**src/logic/pwm_timing_pkg.sv**
```systemverilog
`default_nettype none
package pwm_timing_pkg;
  // register byte offsets on the apb bus
  localparam logic [7:0] off_half_period = 8'h00;
  localparam logic [7:0] off_dead_time   = 8'h04;
  localparam logic [7:0] off_min_pulse   = 8'h08;
  localparam logic [7:0] off_sync_width  = 8'h0c;
  localparam logic [7:0] off_duty_a      = 8'h10;
  localparam logic [7:0] off_duty_b      = 8'h14;
  localparam logic [7:0] off_duty_c      = 8'h18;
  localparam logic [7:0] off_segment     = 8'h1c;
  localparam logic [7:0] off_mode        = 8'h20;
  localparam logic [7:0] off_status      = 8'h24;
  localparam int         half_period_w   = 16;
  localparam int         dead_time_w     = 10;
  localparam int         sync_width_w    = 8;
  localparam int         segment_w       = 9;
  localparam int         mode_double_bit = 6;
  localparam int         status_half_bit = 3;
  localparam int         status_run_bit  = 0;
  localparam logic [7:0] sync_width_rst  = 8'h27;
  localparam int         dead_tick_mult  = 2;
endpackage : pwm_timing_pkg
`default_nettype wire

```
**src/logic/three_phase_pwm_timing_unit.sv**
```systemverilog
`default_nettype none
// Notes on behaviour
// - one pclk is one tick; half period
// - half period register sixteen bits wide
// - turn-on delayed by dead time times two
// - dead time register ten bits wide
// - zero dead time gives no gap
// - one dead time for all pairs
// - mode bit six selects double update
// - reset clears mode bit: single update
// - one sync per period in single mode, marks start
// - sync rise copies registers to working set
// - sync rise also copies segment control
// - double mode adds midpoint sync pulse
// - midpoint sync reloads working values too
// - status bit three marks second half in double mode only
// - sync lasts width plus one ticks
// - sync width resets to 0x27
// - three sixteen-bit duty registers
// - sync pulse routed to converter output
// - on-time from duty minus dead, clamped
// - idle until period and duties written
// - sync pulse raises processor request
module three_phase_pwm_timing_unit #(
  parameter int addr_w = 8
) (
  input  wire logic              pclk,
  input  wire logic              presetn,
  input  wire logic              psel,
  input  wire logic              penable,
  input  wire logic              pwrite,
  input  wire logic [addr_w-1:0] paddr,
  input  wire logic [31:0]       pwdata,
  output logic      [31:0]       prdata,
  output logic                   pready,
  output logic                   pslverr,
  output logic                   phase_a_high_out,
  output logic                   phase_a_low_out,
  output logic                   phase_b_high_out,
  output logic                   phase_b_low_out,
  output logic                   phase_c_high_out,
  output logic                   phase_c_low_out,
  output logic                   cycle_sync_pulse,
  output logic                   converter_sync,
  output logic                   sync_irq,
  output logic [8:0]             segment_out
);

  ////////////////////////////////////////////////////////////////////////////
  // register file
  logic [15:0] switching_half_period;
  logic [9:0]  dead_time_setting;
  logic [15:0] minimum_pulse_setting;
  logic [7:0]  sync_pulse_width;
  logic [15:0] duty_phase_a;
  logic [15:0] duty_phase_b;
  logic [15:0] duty_phase_c;
  logic [8:0]  output_segment_control;
  logic [15:0] peripheral_mode_register;
  logic [3:0]  written;
  logic        second_half;
  logic        running;

  logic        wr_en;
  logic        rd_en;
  logic        addr_hit;
  logic [7:0]  addr8;

  assign addr8 = paddr[7:0];
  assign wr_en = psel && penable && pwrite;
  assign rd_en = psel && !penable && !pwrite;
  assign addr_hit = (addr8[1:0] == 2'h0)
                    && (addr8 <= pwm_timing_pkg::off_status);

  always_ff @(posedge pclk or negedge presetn)
  begin
    if (!presetn)
    begin
      switching_half_period    <= 16'h0000;
      dead_time_setting        <= 10'h000;
      minimum_pulse_setting    <= 16'h0000;
      sync_pulse_width         <= pwm_timing_pkg::sync_width_rst;
      duty_phase_a             <= 16'h0000;
      duty_phase_b             <= 16'h0000;
      duty_phase_c             <= 16'h0000;
      output_segment_control   <= 9'h000;
      peripheral_mode_register <= 16'h0000;
      written                  <= 4'h0;
    end
    else if (wr_en)
    begin
      unique case (addr8)
        pwm_timing_pkg::off_half_period:
        begin
          switching_half_period <= pwdata[15:0];
          written[0] <= 1'b1;
        end
        pwm_timing_pkg::off_dead_time:
          dead_time_setting <= pwdata[9:0];
        pwm_timing_pkg::off_min_pulse:
          minimum_pulse_setting <= pwdata[15:0];
        pwm_timing_pkg::off_sync_width:
          sync_pulse_width <= pwdata[7:0];
        pwm_timing_pkg::off_duty_a:
        begin
          duty_phase_a <= pwdata[15:0];
          written[1] <= 1'b1;
        end
        pwm_timing_pkg::off_duty_b:
        begin
          duty_phase_b <= pwdata[15:0];
          written[2] <= 1'b1;
        end
        pwm_timing_pkg::off_duty_c:
        begin
          duty_phase_c <= pwdata[15:0];
          written[3] <= 1'b1;
        end
        pwm_timing_pkg::off_segment:
          output_segment_control <= pwdata[8:0];
        pwm_timing_pkg::off_mode:
          peripheral_mode_register <= pwdata[15:0];
        default:
          peripheral_mode_register <= peripheral_mode_register;
      endcase
    end
  end

  // two-cycle access: setup decodes, access answers
  always_ff @(posedge pclk or negedge presetn)
  begin
    if (!presetn)
    begin
      prdata  <= 32'h0000_0000;
      pready  <= 1'b0;
      pslverr <= 1'b0;
    end
    else
    begin
      pready  <= psel && !penable;
      pslverr <= psel && !penable && !addr_hit;
      if (rd_en)
      begin
        unique case (addr8)
          pwm_timing_pkg::off_half_period:
            prdata <= {16'h0000, switching_half_period};
          pwm_timing_pkg::off_dead_time:
            prdata <= {22'h000000, dead_time_setting};
          pwm_timing_pkg::off_min_pulse:
            prdata <= {16'h0000, minimum_pulse_setting};
          pwm_timing_pkg::off_sync_width:
            prdata <= {24'h000000, sync_pulse_width};
          pwm_timing_pkg::off_duty_a: prdata <= {16'h0000, duty_phase_a};
          pwm_timing_pkg::off_duty_b: prdata <= {16'h0000, duty_phase_b};
          pwm_timing_pkg::off_duty_c: prdata <= {16'h0000, duty_phase_c};
          pwm_timing_pkg::off_segment:
            prdata <= {23'h000000, output_segment_control};
          pwm_timing_pkg::off_mode:
            prdata <= {16'h0000, peripheral_mode_register};
          pwm_timing_pkg::off_status:
            prdata <= {28'h0000000, second_half, 2'h0, running};
          default: prdata <= 32'h0000_0000;
        endcase
      end
    end
  end

  ////////////////////////////////////////////////////////////////////////////
  // up/down counter and reload
  logic        double_mode;
  logic [15:0] count;
  logic        counting_down;
  logic        load;
  logic [15:0] work_period;
  logic [9:0]  work_dead;
  logic [15:0] work_min_pulse;
  logic [7:0]  work_sync_width;
  logic [15:0] work_duty [3];
  logic [8:0]  sync_count;
  logic        period_start;
  logic        midpoint;
  logic        at_top;

  assign double_mode
    = peripheral_mode_register[pwm_timing_pkg::mode_double_bit];
  assign at_top = count >= work_period;
  assign period_start = running && counting_down && (count <= 16'h0001);
  assign midpoint = running && !counting_down && at_top;
  // a start is forced when the unit first becomes enabled
  assign load = (!running && (&written)) || period_start
                || (midpoint && double_mode);

  always_ff @(posedge pclk or negedge presetn)
  begin
    if (!presetn)
    begin
      running       <= 1'b0;
      count         <= 16'h0000;
      counting_down <= 1'b0;
      second_half   <= 1'b0;
    end
    else if (&written)
    begin
      running <= 1'b1;
      if (!running || period_start)
      begin
        count         <= 16'h0001;
        counting_down <= 1'b0;
        second_half   <= 1'b0;
      end
      else if (midpoint)
      begin
        // top count held one more tick: each half lasts the full value
        count         <= count;
        counting_down <= 1'b1;
        second_half   <= double_mode;
      end
      else if (counting_down)
        count <= count - 16'h0001;
      else
        count <= count + 16'h0001;
    end
  end

  always_ff @(posedge pclk or negedge presetn)
  begin
    if (!presetn)
    begin
      work_period     <= 16'h0000;
      work_dead       <= 10'h000;
      work_min_pulse  <= 16'h0000;
      work_sync_width <= 8'h00;
      work_duty[0]    <= 16'h0000;
      work_duty[1]    <= 16'h0000;
      work_duty[2]    <= 16'h0000;
      segment_out     <= 9'h000;
    end
    else if (load)
    begin
      work_period     <= switching_half_period;
      work_dead       <= dead_time_setting;
      work_min_pulse  <= minimum_pulse_setting;
      work_sync_width <= sync_pulse_width;
      work_duty[0]    <= duty_phase_a;
      work_duty[1]    <= duty_phase_b;
      work_duty[2]    <= duty_phase_c;
      segment_out     <= output_segment_control;
    end
  end

  // sync pulse: width plus one ticks from the reload edge
  always_ff @(posedge pclk or negedge presetn)
  begin
    if (!presetn)
    begin
      sync_count       <= 9'h000;
      cycle_sync_pulse <= 1'b0;
      converter_sync   <= 1'b0;
      sync_irq         <= 1'b0;
    end
    else
    begin
      if (load)
        sync_count <= {1'b0, sync_pulse_width};
      else if (sync_count != 9'h000)
        sync_count <= sync_count - 9'h001;
      cycle_sync_pulse <= load || (cycle_sync_pulse && sync_count != 9'h000);
      converter_sync   <= load
                          || (cycle_sync_pulse && sync_count != 9'h000);
      sync_irq         <= load;
    end
  end

  ////////////////////////////////////////////////////////////////////////////
  // per-phase compare and dead time
  logic [2:0] high_raw;
  logic [2:0] high_q;
  logic [2:0] low_q;

  genvar ph;
  generate
    for (ph = 0; ph < 3; ph++)
    begin : g_phase
      logic [16:0] on_half;
      logic [10:0] dead_ticks;
      logic [10:0] hi_wait;
      logic [10:0] lo_wait;
      logic        prev_raw;
      // duty is half the centred on-window; clamp to the half period
      assign on_half = (work_duty[ph] > work_period)
                       ? {1'b0, work_period} : {1'b0, work_duty[ph]};
      // count above period minus duty places edges symmetrically
      assign high_raw[ph] = running
                            && ({1'b0, count} + on_half > {1'b0, work_period});
      assign dead_ticks = 11'(work_dead)
                          * 11'(pwm_timing_pkg::dead_tick_mult);

      always_ff @(posedge pclk or negedge presetn)
      begin
        if (!presetn)
        begin
          prev_raw   <= 1'b0;
          hi_wait    <= 11'h000;
          lo_wait    <= 11'h000;
          high_q[ph] <= 1'b0;
          low_q[ph]  <= 1'b0;
        end
        else if (!running)
        begin
          prev_raw   <= 1'b0;
          high_q[ph] <= 1'b0;
          low_q[ph]  <= 1'b0;
        end
        else
        begin
          prev_raw <= high_raw[ph];
          // low side is the complement; each rise waits out the dead time
          if (high_raw[ph] && !prev_raw)
          begin
            low_q[ph]  <= 1'b0;
            hi_wait    <= dead_ticks;
            high_q[ph] <= (dead_ticks == 11'h000);
          end
          else if (!high_raw[ph] && prev_raw)
          begin
            high_q[ph] <= 1'b0;
            lo_wait    <= dead_ticks;
            low_q[ph]  <= (dead_ticks == 11'h000);
          end
          else
          begin
            if (hi_wait > 11'h001)
              hi_wait <= hi_wait - 11'h001;
            else if (hi_wait == 11'h001)
            begin
              hi_wait    <= 11'h000;
              high_q[ph] <= high_raw[ph];
            end
            if (lo_wait > 11'h001)
              lo_wait <= lo_wait - 11'h001;
            else if (lo_wait == 11'h001)
            begin
              lo_wait   <= 11'h000;
              low_q[ph] <= !high_raw[ph];
            end
          end
        end
      end
    end
  endgenerate

  assign phase_a_high_out = high_q[0];
  assign phase_a_low_out  = low_q[0];
  assign phase_b_high_out = high_q[1];
  assign phase_b_low_out  = low_q[1];
  assign phase_c_high_out = high_q[2];
  assign phase_c_low_out  = low_q[2];
endmodule : three_phase_pwm_timing_unit
`default_nettype wire

```
**config.mk**
```make
export PLATFORM = sky130hd
export DESIGN_NAME = three_phase_pwm_timing_unit
export DESIGN_NICKNAME = d
export VERILOG_FILES = /design/src/logic/pwm_timing_pkg.sv /design/src/logic/three_phase_pwm_timing_unit.sv
export SDC_FILE = /design/constraint.sdc
export NUM_CORES = 1
export LEC_CHECK = 0
export CORE_MARGIN = 2
export CORE_UTILIZATION = 51
export CTS_CLUSTER_DIAMETER = 100
export DETAILED_ROUTE_END_ITERATION = 16
export DONT_BUFFER_PORTS = 1
export PLACE_DENSITY = 0.69
export SLEW_MARGIN = 30
export SYNTH_ARGS = -nofsm -noshare
export SYNTH_HDL_FRONTEND = slang
export SYNTH_SLANG_ARGS = --single-unit
export TNS_END_PERCENT = 10
```
**constraint.sdc**
```tcl
create_clock -name pclk -period 8.5 [get_ports pclk]
set_clock_uncertainty 0.1 [all_clocks]
set_input_delay 1.7 -clock pclk [delete_from_list [all_inputs] [get_ports pclk]]
set_output_delay 1.7 -clock pclk [all_outputs]
set_load 0.005 [all_outputs]
```
-- After elaboration in Yosys (flattened, before gate mapping)
Cells that the tools add are included.
- mux-type cells: 67
- div/mod/pow operators: 0
- multipliers: 0
- reductions and logical operators: 73
- add/subtract/negate cells: 12
- equal/unequal tests: 31
- shift operators: 0
- order comparisons: 15
- bitwise operators: 3
- operators with widths (cell ; number):
    two-way mux 11 bit ; 21
    one-hot mux 16 bit (10 select lines) ; 1
    two-way mux 16 bit ; 6
    equality test 11 x 1 -> 1 bit (second input constant) ; 6
    > comparator 11 x 1 -> 1 bit (second input constant) ; 6
    subtractor 11 x 1 -> 11 bit (second input constant) ; 6
    adder 16 x 16 -> 17 bit ; 3
    > comparator 17 x 16 -> 1 bit ; 3
    > comparator 16 bit ; 3
    two-way mux 1 bit ; 37
    equality test 8 x 5 -> 1 bit (second input constant) ; 4
    AND reduction 2 bit ; 15
    inequality test 4 x 1 -> 1 bit (second input constant) ; 6
    inequality test 4 bit (second input constant) ; 6
    logical AND 1 bit ; 22
    two-way mux 9 bit ; 2
    AND reduction 3 bit ; 6
    nonzero test 3 bit ; 6
    adder 16 x 1 -> 16 bit (second input constant) ; 1
    equality test 8 x 4 -> 1 bit (second input constant) ; 2
    equality test 8 x 6 -> 1 bit (second input constant) ; 2
    >= comparator 16 bit ; 1
    less-or-equal comparator 16 x 1 -> 1 bit (second input constant) ; 1
    subtractor 16 x 1 -> 16 bit (second input constant) ; 1
    15 further kinds ; 34
- memories kept: 0
- word-level logic and storage cells: 245
- output and inout bits: 52
- latch bits: 0
- ROM bits: 0
- register bits after elaboration: 349
- memory bits (writable): 0
- input port bits: 45

-- Longest topological paths before layout
- depth after elaboration: 11
- gate-level depth with buffers: 33
- depth with buffers taken out: 31

-- Worst setup path after synthesis
No wires, ideal clock.
- path type: reg-to-reg
- from: register work_period[1]
- to: register g_phase[2].hi_wait[9]
- cell stages (with the launch flop): 32
- data required time: 8.274 ns
- arrival time: 6.734 ns
- clock period less this slack: 6.960 ns
- slack: 1.540 ns
- path through: dfrtp_1 > inv_1 > ha_1 > nor2b_1 > o21a_1 > o21a_1 > o21a_1 > o21a_1 > o21ai_0 > a211oi_1 > o21ai_1 > mux2_2 > ha_1 > a21o_1 > a21o_1 > a21o_1 > o31a_1 > a2111oi_0 > o21bai_1 > a311o_1 > a21oi_1 > xnor2_1 > ha_1 > a21oi_1 > nor3b_1 > o211ai_1 > a311oi_2 > a21oi_1 > o21ai_1 > buf_2 > nor2_1 > a221o_1
- longest elaborated chain between the ends: 9
- elaborated cells on any way between the ends: 12
- classes of those cells: 1 x add/sub; 2 x order compare; 1 x eq/ne; 2 x mux; 6 x reduce/logical
- RTL lines (what ; line ; text):
    start: declaration ; three_phase_pwm_timing_unit.sv:174 ; logic [15:0] work_period;
    start signal: assignment ; three_phase_pwm_timing_unit.sv:240 ; work_period <= switching_half_period;
    > comparator 16 bit ; three_phase_pwm_timing_unit.sv:290 ; assign on_half = (work_duty[ph] > work_period)
    two-way mux 16 bit ; three_phase_pwm_timing_unit.sv:291 ; ? {1'b0, work_period} : {1'b0, work_duty[ph]};
    adder 16 x 16 -> 17 bit ; three_phase_pwm_timing_unit.sv:294 ; && ({1'b0, count} + on_half > {1'b0, work_period});
    > comparator 17 x 16 -> 1 bit * ; three_phase_pwm_timing_unit.sv:294 ;
    logical AND 1 bit * ; three_phase_pwm_timing_unit.sv:294 ;
    logical NOT 1 bit ; three_phase_pwm_timing_unit.sv:324 ; else if (!high_raw[ph] && prev_raw)
    logical AND 1 bit ; three_phase_pwm_timing_unit.sv:324 ;
    inequality test 2 bit (no line) ; - ;
    AND reduction 3 bit (no line) ; - ;
    end signal: assignment ; three_phase_pwm_timing_unit.sv:321 ; hi_wait <= dead_ticks;
    end signal: assignment ; three_phase_pwm_timing_unit.sv:333 ; hi_wait <= hi_wait - 11'h001;
    end: declaration ; three_phase_pwm_timing_unit.sv:286 ; logic [10:0] hi_wait;
Every way passes the cells marked *; elsewhere a longest branch is shown, timed or not.
A chain may end at the register's enable or synchronous reset.

-- Final worst setup path
- from: register work_period[9]
- to: register g_phase[1].hi_wait[0]
- longest elaborated chain between the ends: 9
- elaborated cells on any way between the ends: 12
- classes of those cells: 1 x add/sub; 2 x order compare; 1 x eq/ne; 2 x mux; 6 x reduce/logical
- RTL lines (what ; line):
    > comparator 16 bit ; three_phase_pwm_timing_unit.sv:290
    two-way mux 16 bit ; three_phase_pwm_timing_unit.sv:291
    adder 16 x 16 -> 17 bit ; three_phase_pwm_timing_unit.sv:294
    > comparator 17 x 16 -> 1 bit * ; three_phase_pwm_timing_unit.sv:294
    logical AND 1 bit * ; three_phase_pwm_timing_unit.sv:294
    logical NOT 1 bit ; three_phase_pwm_timing_unit.sv:324
    logical AND 1 bit ; three_phase_pwm_timing_unit.sv:324
    inequality test 2 bit (no line) ; -
    AND reduction 3 bit (no line) ; -
    end signal: assignment ; three_phase_pwm_timing_unit.sv:321
    end signal: assignment ; three_phase_pwm_timing_unit.sv:333
    end: declaration ; three_phase_pwm_timing_unit.sv:286
Marked as above.

==> impl_results.md <==
- Clock power frac: between 40% and 50%
- CP delay by family, top: compound AO/OA/AOI/OAI gates
- Buffers on Ports: 0
- Crit Path Max Fanout: 12
- Final WS setup: between 0.4 and 0.5 ns
- Antenna viol nets, final: 0
- Initial DRC Count: roughly 1400
- Max-cap violation count: 0
- Vias in the first global route: 16154
- H-tree levels: 2
- #FFs+latches synth: about 330
- Clock Path Buffers: 3
- Biggest register: work_duty
- Worst hold slack: between 0.3 and 0.4 ns
- Number of distinct library cells after synthesis: slightly below 90
- Num Clock Sinks: approximately 330
- Initial core utilization: 51.58%
- Ys flop type: dfrtp_1
- WHS Endpoint: written[2]
- Hold Path Depth: 1
- Final hold violation count: 0
- Vias: between 15000 and 20000
- Pwr per Cell Area: between 100 and 150 mW/mm2
- Slew margin rel.: between 10% and 20%
- Clk slew on worst S/H paths: around 0.06 ns
- TritonCTS clock tree: done
- R2r endpoint: g_phase[1].hi_wait[0]
- GR Overflow Total: 0
- Top Registers: work_duty: 48 flops, g_phase.hi_wait: 33 flops, g_phase.lo_wait: 33 flops
- Setup Fix Bufs, Post-CTS: 0
- Number of flip-flops in the largest register: 48
- # diodes: 0
- Clock Latency Late Sink: approximately 0.57 ns
- Initial antenna violation count: 0
- Placement Setup Slack: between 0.4 and 0.5 ns
- CP max stage delay: about 0.47 ns
- Sw Ratio: between 20% and 30%
- Cells after synthesis: ~2000
- Num CTS Buffers: 38
- Routed len/inst: roughly 22 um
- Worst path bufs/invs: 2
- DIE WIDTH: around 210 um
- Power, Total: 0.003362 W
- Reg-to-Reg Start: work_period[9]
- CP endpoint kind: flip-flop
- Outcome: complete, no violations
- Worst setup path category: reg -> reg
- DR pass1 iterations: 7
- Slew Viols, Final: 0
- Gr usage total: between 20% and 30%
- Setup TNS Final: 0 ns
- Reg2reg setup slack: 0.47 ns
- Routed WL: 56400 um
- Die Y-Extent: about 210 um
- Core ar.: 0.04083 mm2
- Most frequent cell on the critical path: a21o_1
- Largest net degree at the start of global routing: between 300 and 400
- Fillers: 3453
- First-pass GRT wire length: 88730 um
- Worst ir drop on vdd: 0.0002203 V
- LEAKAGE: 11.46 nW
- Final Wtd Congestion: about 0.91
- Final setup fails: 0
- FF-to-FF path depth: 32
- Finished Layout Cells: around 2600
- Layout cells sized above 1: a little under a fifth
- Fin crit share: a little over nine tenths
- P_int: roughly 0.0026 W
- Critical path required time: roughly 9 ns
- Hold/Removal Path Class: reg -> reg
- DR vias/cell: about 6.4
- Mapped Area: approximately 0.021 mm2
- Post-synth EDFFs: 0
- Max Fclk: 124.5 MHz
- Synth warn: 0
- Die Footprint: 0.04294 mm2
- Startpoint Class: flip-flop
- Reg power frac: between 40% and 50%
- Resized Gates After CTS: 0
- Psw: around 0.00073 W
- Unrepaired setup endpoints after global routing: no
- Row cnt: 74
- Root buffer cell: clkbuf_16
- Arrival time at the worst endpoint: 8.39 ns
- Placed insts: 2524
- Hold path startpoint: written[2]
- Final Net Count: between 2000 and 2500
- Final HPWL DP: approximately 40000 um
- Avg Inst Size Synth: approximately 10 um2
- Slowest CP cell: o21ai_1
- Area Overhead vs Synth: 8.626%
- Seq/Total Area, Yosys: roughly two fifths
- FFs w/ async S/R, synth: 100.0%
- Final min period: between 8 and 9 ns
- Worst slew pin tran: approximately 1.3 ns
- Combinational Power Share: under 10%
- Ports: a little under 100
- Remaining DRCs: 0
- Post-cts hold buffer count: 0
## synthesized netlist by cell type, drive strengths merged, types with 9 or more instances
library cell / n / area (um2)
o21a: 19 / 142.6
mux2i: 16 / 160.2
o21ai: 113 / 573.1
xor2: 26 / 227.7
nand4: 28 / 175.2
or3: 19 / 118.9
a21oi: 104 / 520.5
or4: 9 / 71.32
o31ai: 21 / 157.7
o2bb2ai: 21 / 183.9
ha: 182 / 2277
mux2: 256 / 2883
a22o: 26 / 227.7
a222oi: 25 / 250.2
a211oi: 17 / 142.6
buf: 43 / 269.0
nand2: 113 / 424.2
o211ai: 9 / 67.56
nand3: 51 / 272.8
nor3: 66 / 335.3
nor4: 20 / 131.4
a221oi: 10 / 111.4
a31oi: 11 / 90.08
inv: 68 / 255.2
a21o: 41 / 307.8
nor2b: 15 / 93.84
clkbuf: 47 / 176.4
and3: 17 / 106.4
nand2b: 32 / 200.2
a22oi: 18 / 135.1
xnor2: 26 / 227.7
dfrtp: 329 / 8233
nor2: 127 / 476.7
o22ai: 16 / 106.4
## power groups by stage
stage	combinational (W)	clock, W	sequential (W)
after global placement	0.0000720	0	0.00167
after floorplan	0.0000695	0	0.00166
after CTS	0.0000757	0.00167	0.00164
final	0.0000749	0.00165	0.00164
after detailed placement	0.0000745	0	0.00167
after global routing	0.0000871	0.00174	0.00164
## through the flow
step	utilization, %	instance area [um2]
global route	56.03	22880
floorplan	-	21120
finish	56.03	22880
detailed placement	52.88	21590
CTS	55.94	22840
global placement	52.86	21580
## cells in the final DEF, fill, tap and decap left out, drive strengths merged, types with 6 or more instances in the layout
| cell type | synthesis | layout |
|---|---|---|
| xnor2 | 26 | 26 |
| nand4 | 28 | 28 |
| a22oi | 18 | 18 |
| nor4 | 20 | 20 |
| a21o | 41 | 41 |
| dfrtp | 329 | 329 |
| or4 | 9 | 9 |
| o2bb2ai | 21 | 21 |
| o31ai | 21 | 21 |
| a221oi | 10 | 10 |
| a21oi | 104 | 104 |
| and3 | 17 | 17 |
| nor2 | 127 | 127 |
| nand2 | 113 | 113 |
| clkinv | 0 | 7 |
| clkbuf | 47 | 49 |
| a31oi | 11 | 11 |
| o21a | 19 | 19 |
| ha | 182 | 182 |
| xor2 | 26 | 26 |
| a222oi | 25 | 25 |
| o211ai | 9 | 9 |
| a22o | 26 | 26 |
| inv | 68 | 70 |
| o21ai | 113 | 113 |
| o22ai | 16 | 16 |
| nand2b | 32 | 32 |
| nor2b | 15 | 15 |
| and2 | 7 | 7 |
| mux2i | 16 | 16 |
| or3 | 19 | 19 |
| a21boi | 6 | 6 |
| a211oi | 17 | 17 |
| nand3 | 51 | 51 |
| or2 | 8 | 8 |
| conb | 1 | 16 |
| nor3 | 66 | 66 |
| mux2 | 256 | 256 |
| buf | 43 | 31 |
## routing by layer
layer	wire length, um	GRT usage, %	up-vias
li1	-	-	7627
met1	24970	35.46	8242
met2	26020	40.78	499
met3	3440	4.644	114
met4	1974	10.15	0
met5	0	0	-
## worst max path at each step
| stage | start | to | slack, ns | cells past startpoint |
|---|---|---|---|---|
| floorplan | work_period[1] | g_phase[2].hi_wait[9] | 1.54 | 31 |
| global placement | work_period[9] | g_phase[1].hi_wait[0] | 0.50 | 32 |
| detailed placement | work_period[9] | g_phase[1].hi_wait[0] | 0.45 | 32 |
| CTS | work_period[9] | g_phase[1].hi_wait[0] | 0.43 | 32 |
| global route | work_period[9] | g_phase[1].hi_wait[3] | 0.09 | 32 |
| finish | work_period[9] | g_phase[1].hi_wait[0] | 0.47 | 32 |
## layout make-up
class / instances / area, um2 / area share, %
sequential: 333 / 8338 / 36.45
timing repair buffer: 31 / 245.2 / 1.072
tap: 532 / 665.6 / 2.909
clock buffer: 49 / 1062 / 4.643
clock inverter: 14 / 185.2 / 0.8094
multi-input combinational: 1561 / 12130 / 53.01
inverter: 68 / 255.2 / 1.116
## logic make-up after synthesis
kind of cell	Yosys count	synth area share (%)
flip-flops	333	39.59
buffers and inverters	158	3.327
XOR/XNOR	52	2.162
multiplexers	272	14.45
other	1	0.01781
AND/OR/NAND/NOR	532	12.66
AO/OA/AOI/OAI	504	16.70
adder cells (fa/ha/maj)	185	11.10
Power figures use the tool's default switching activity.
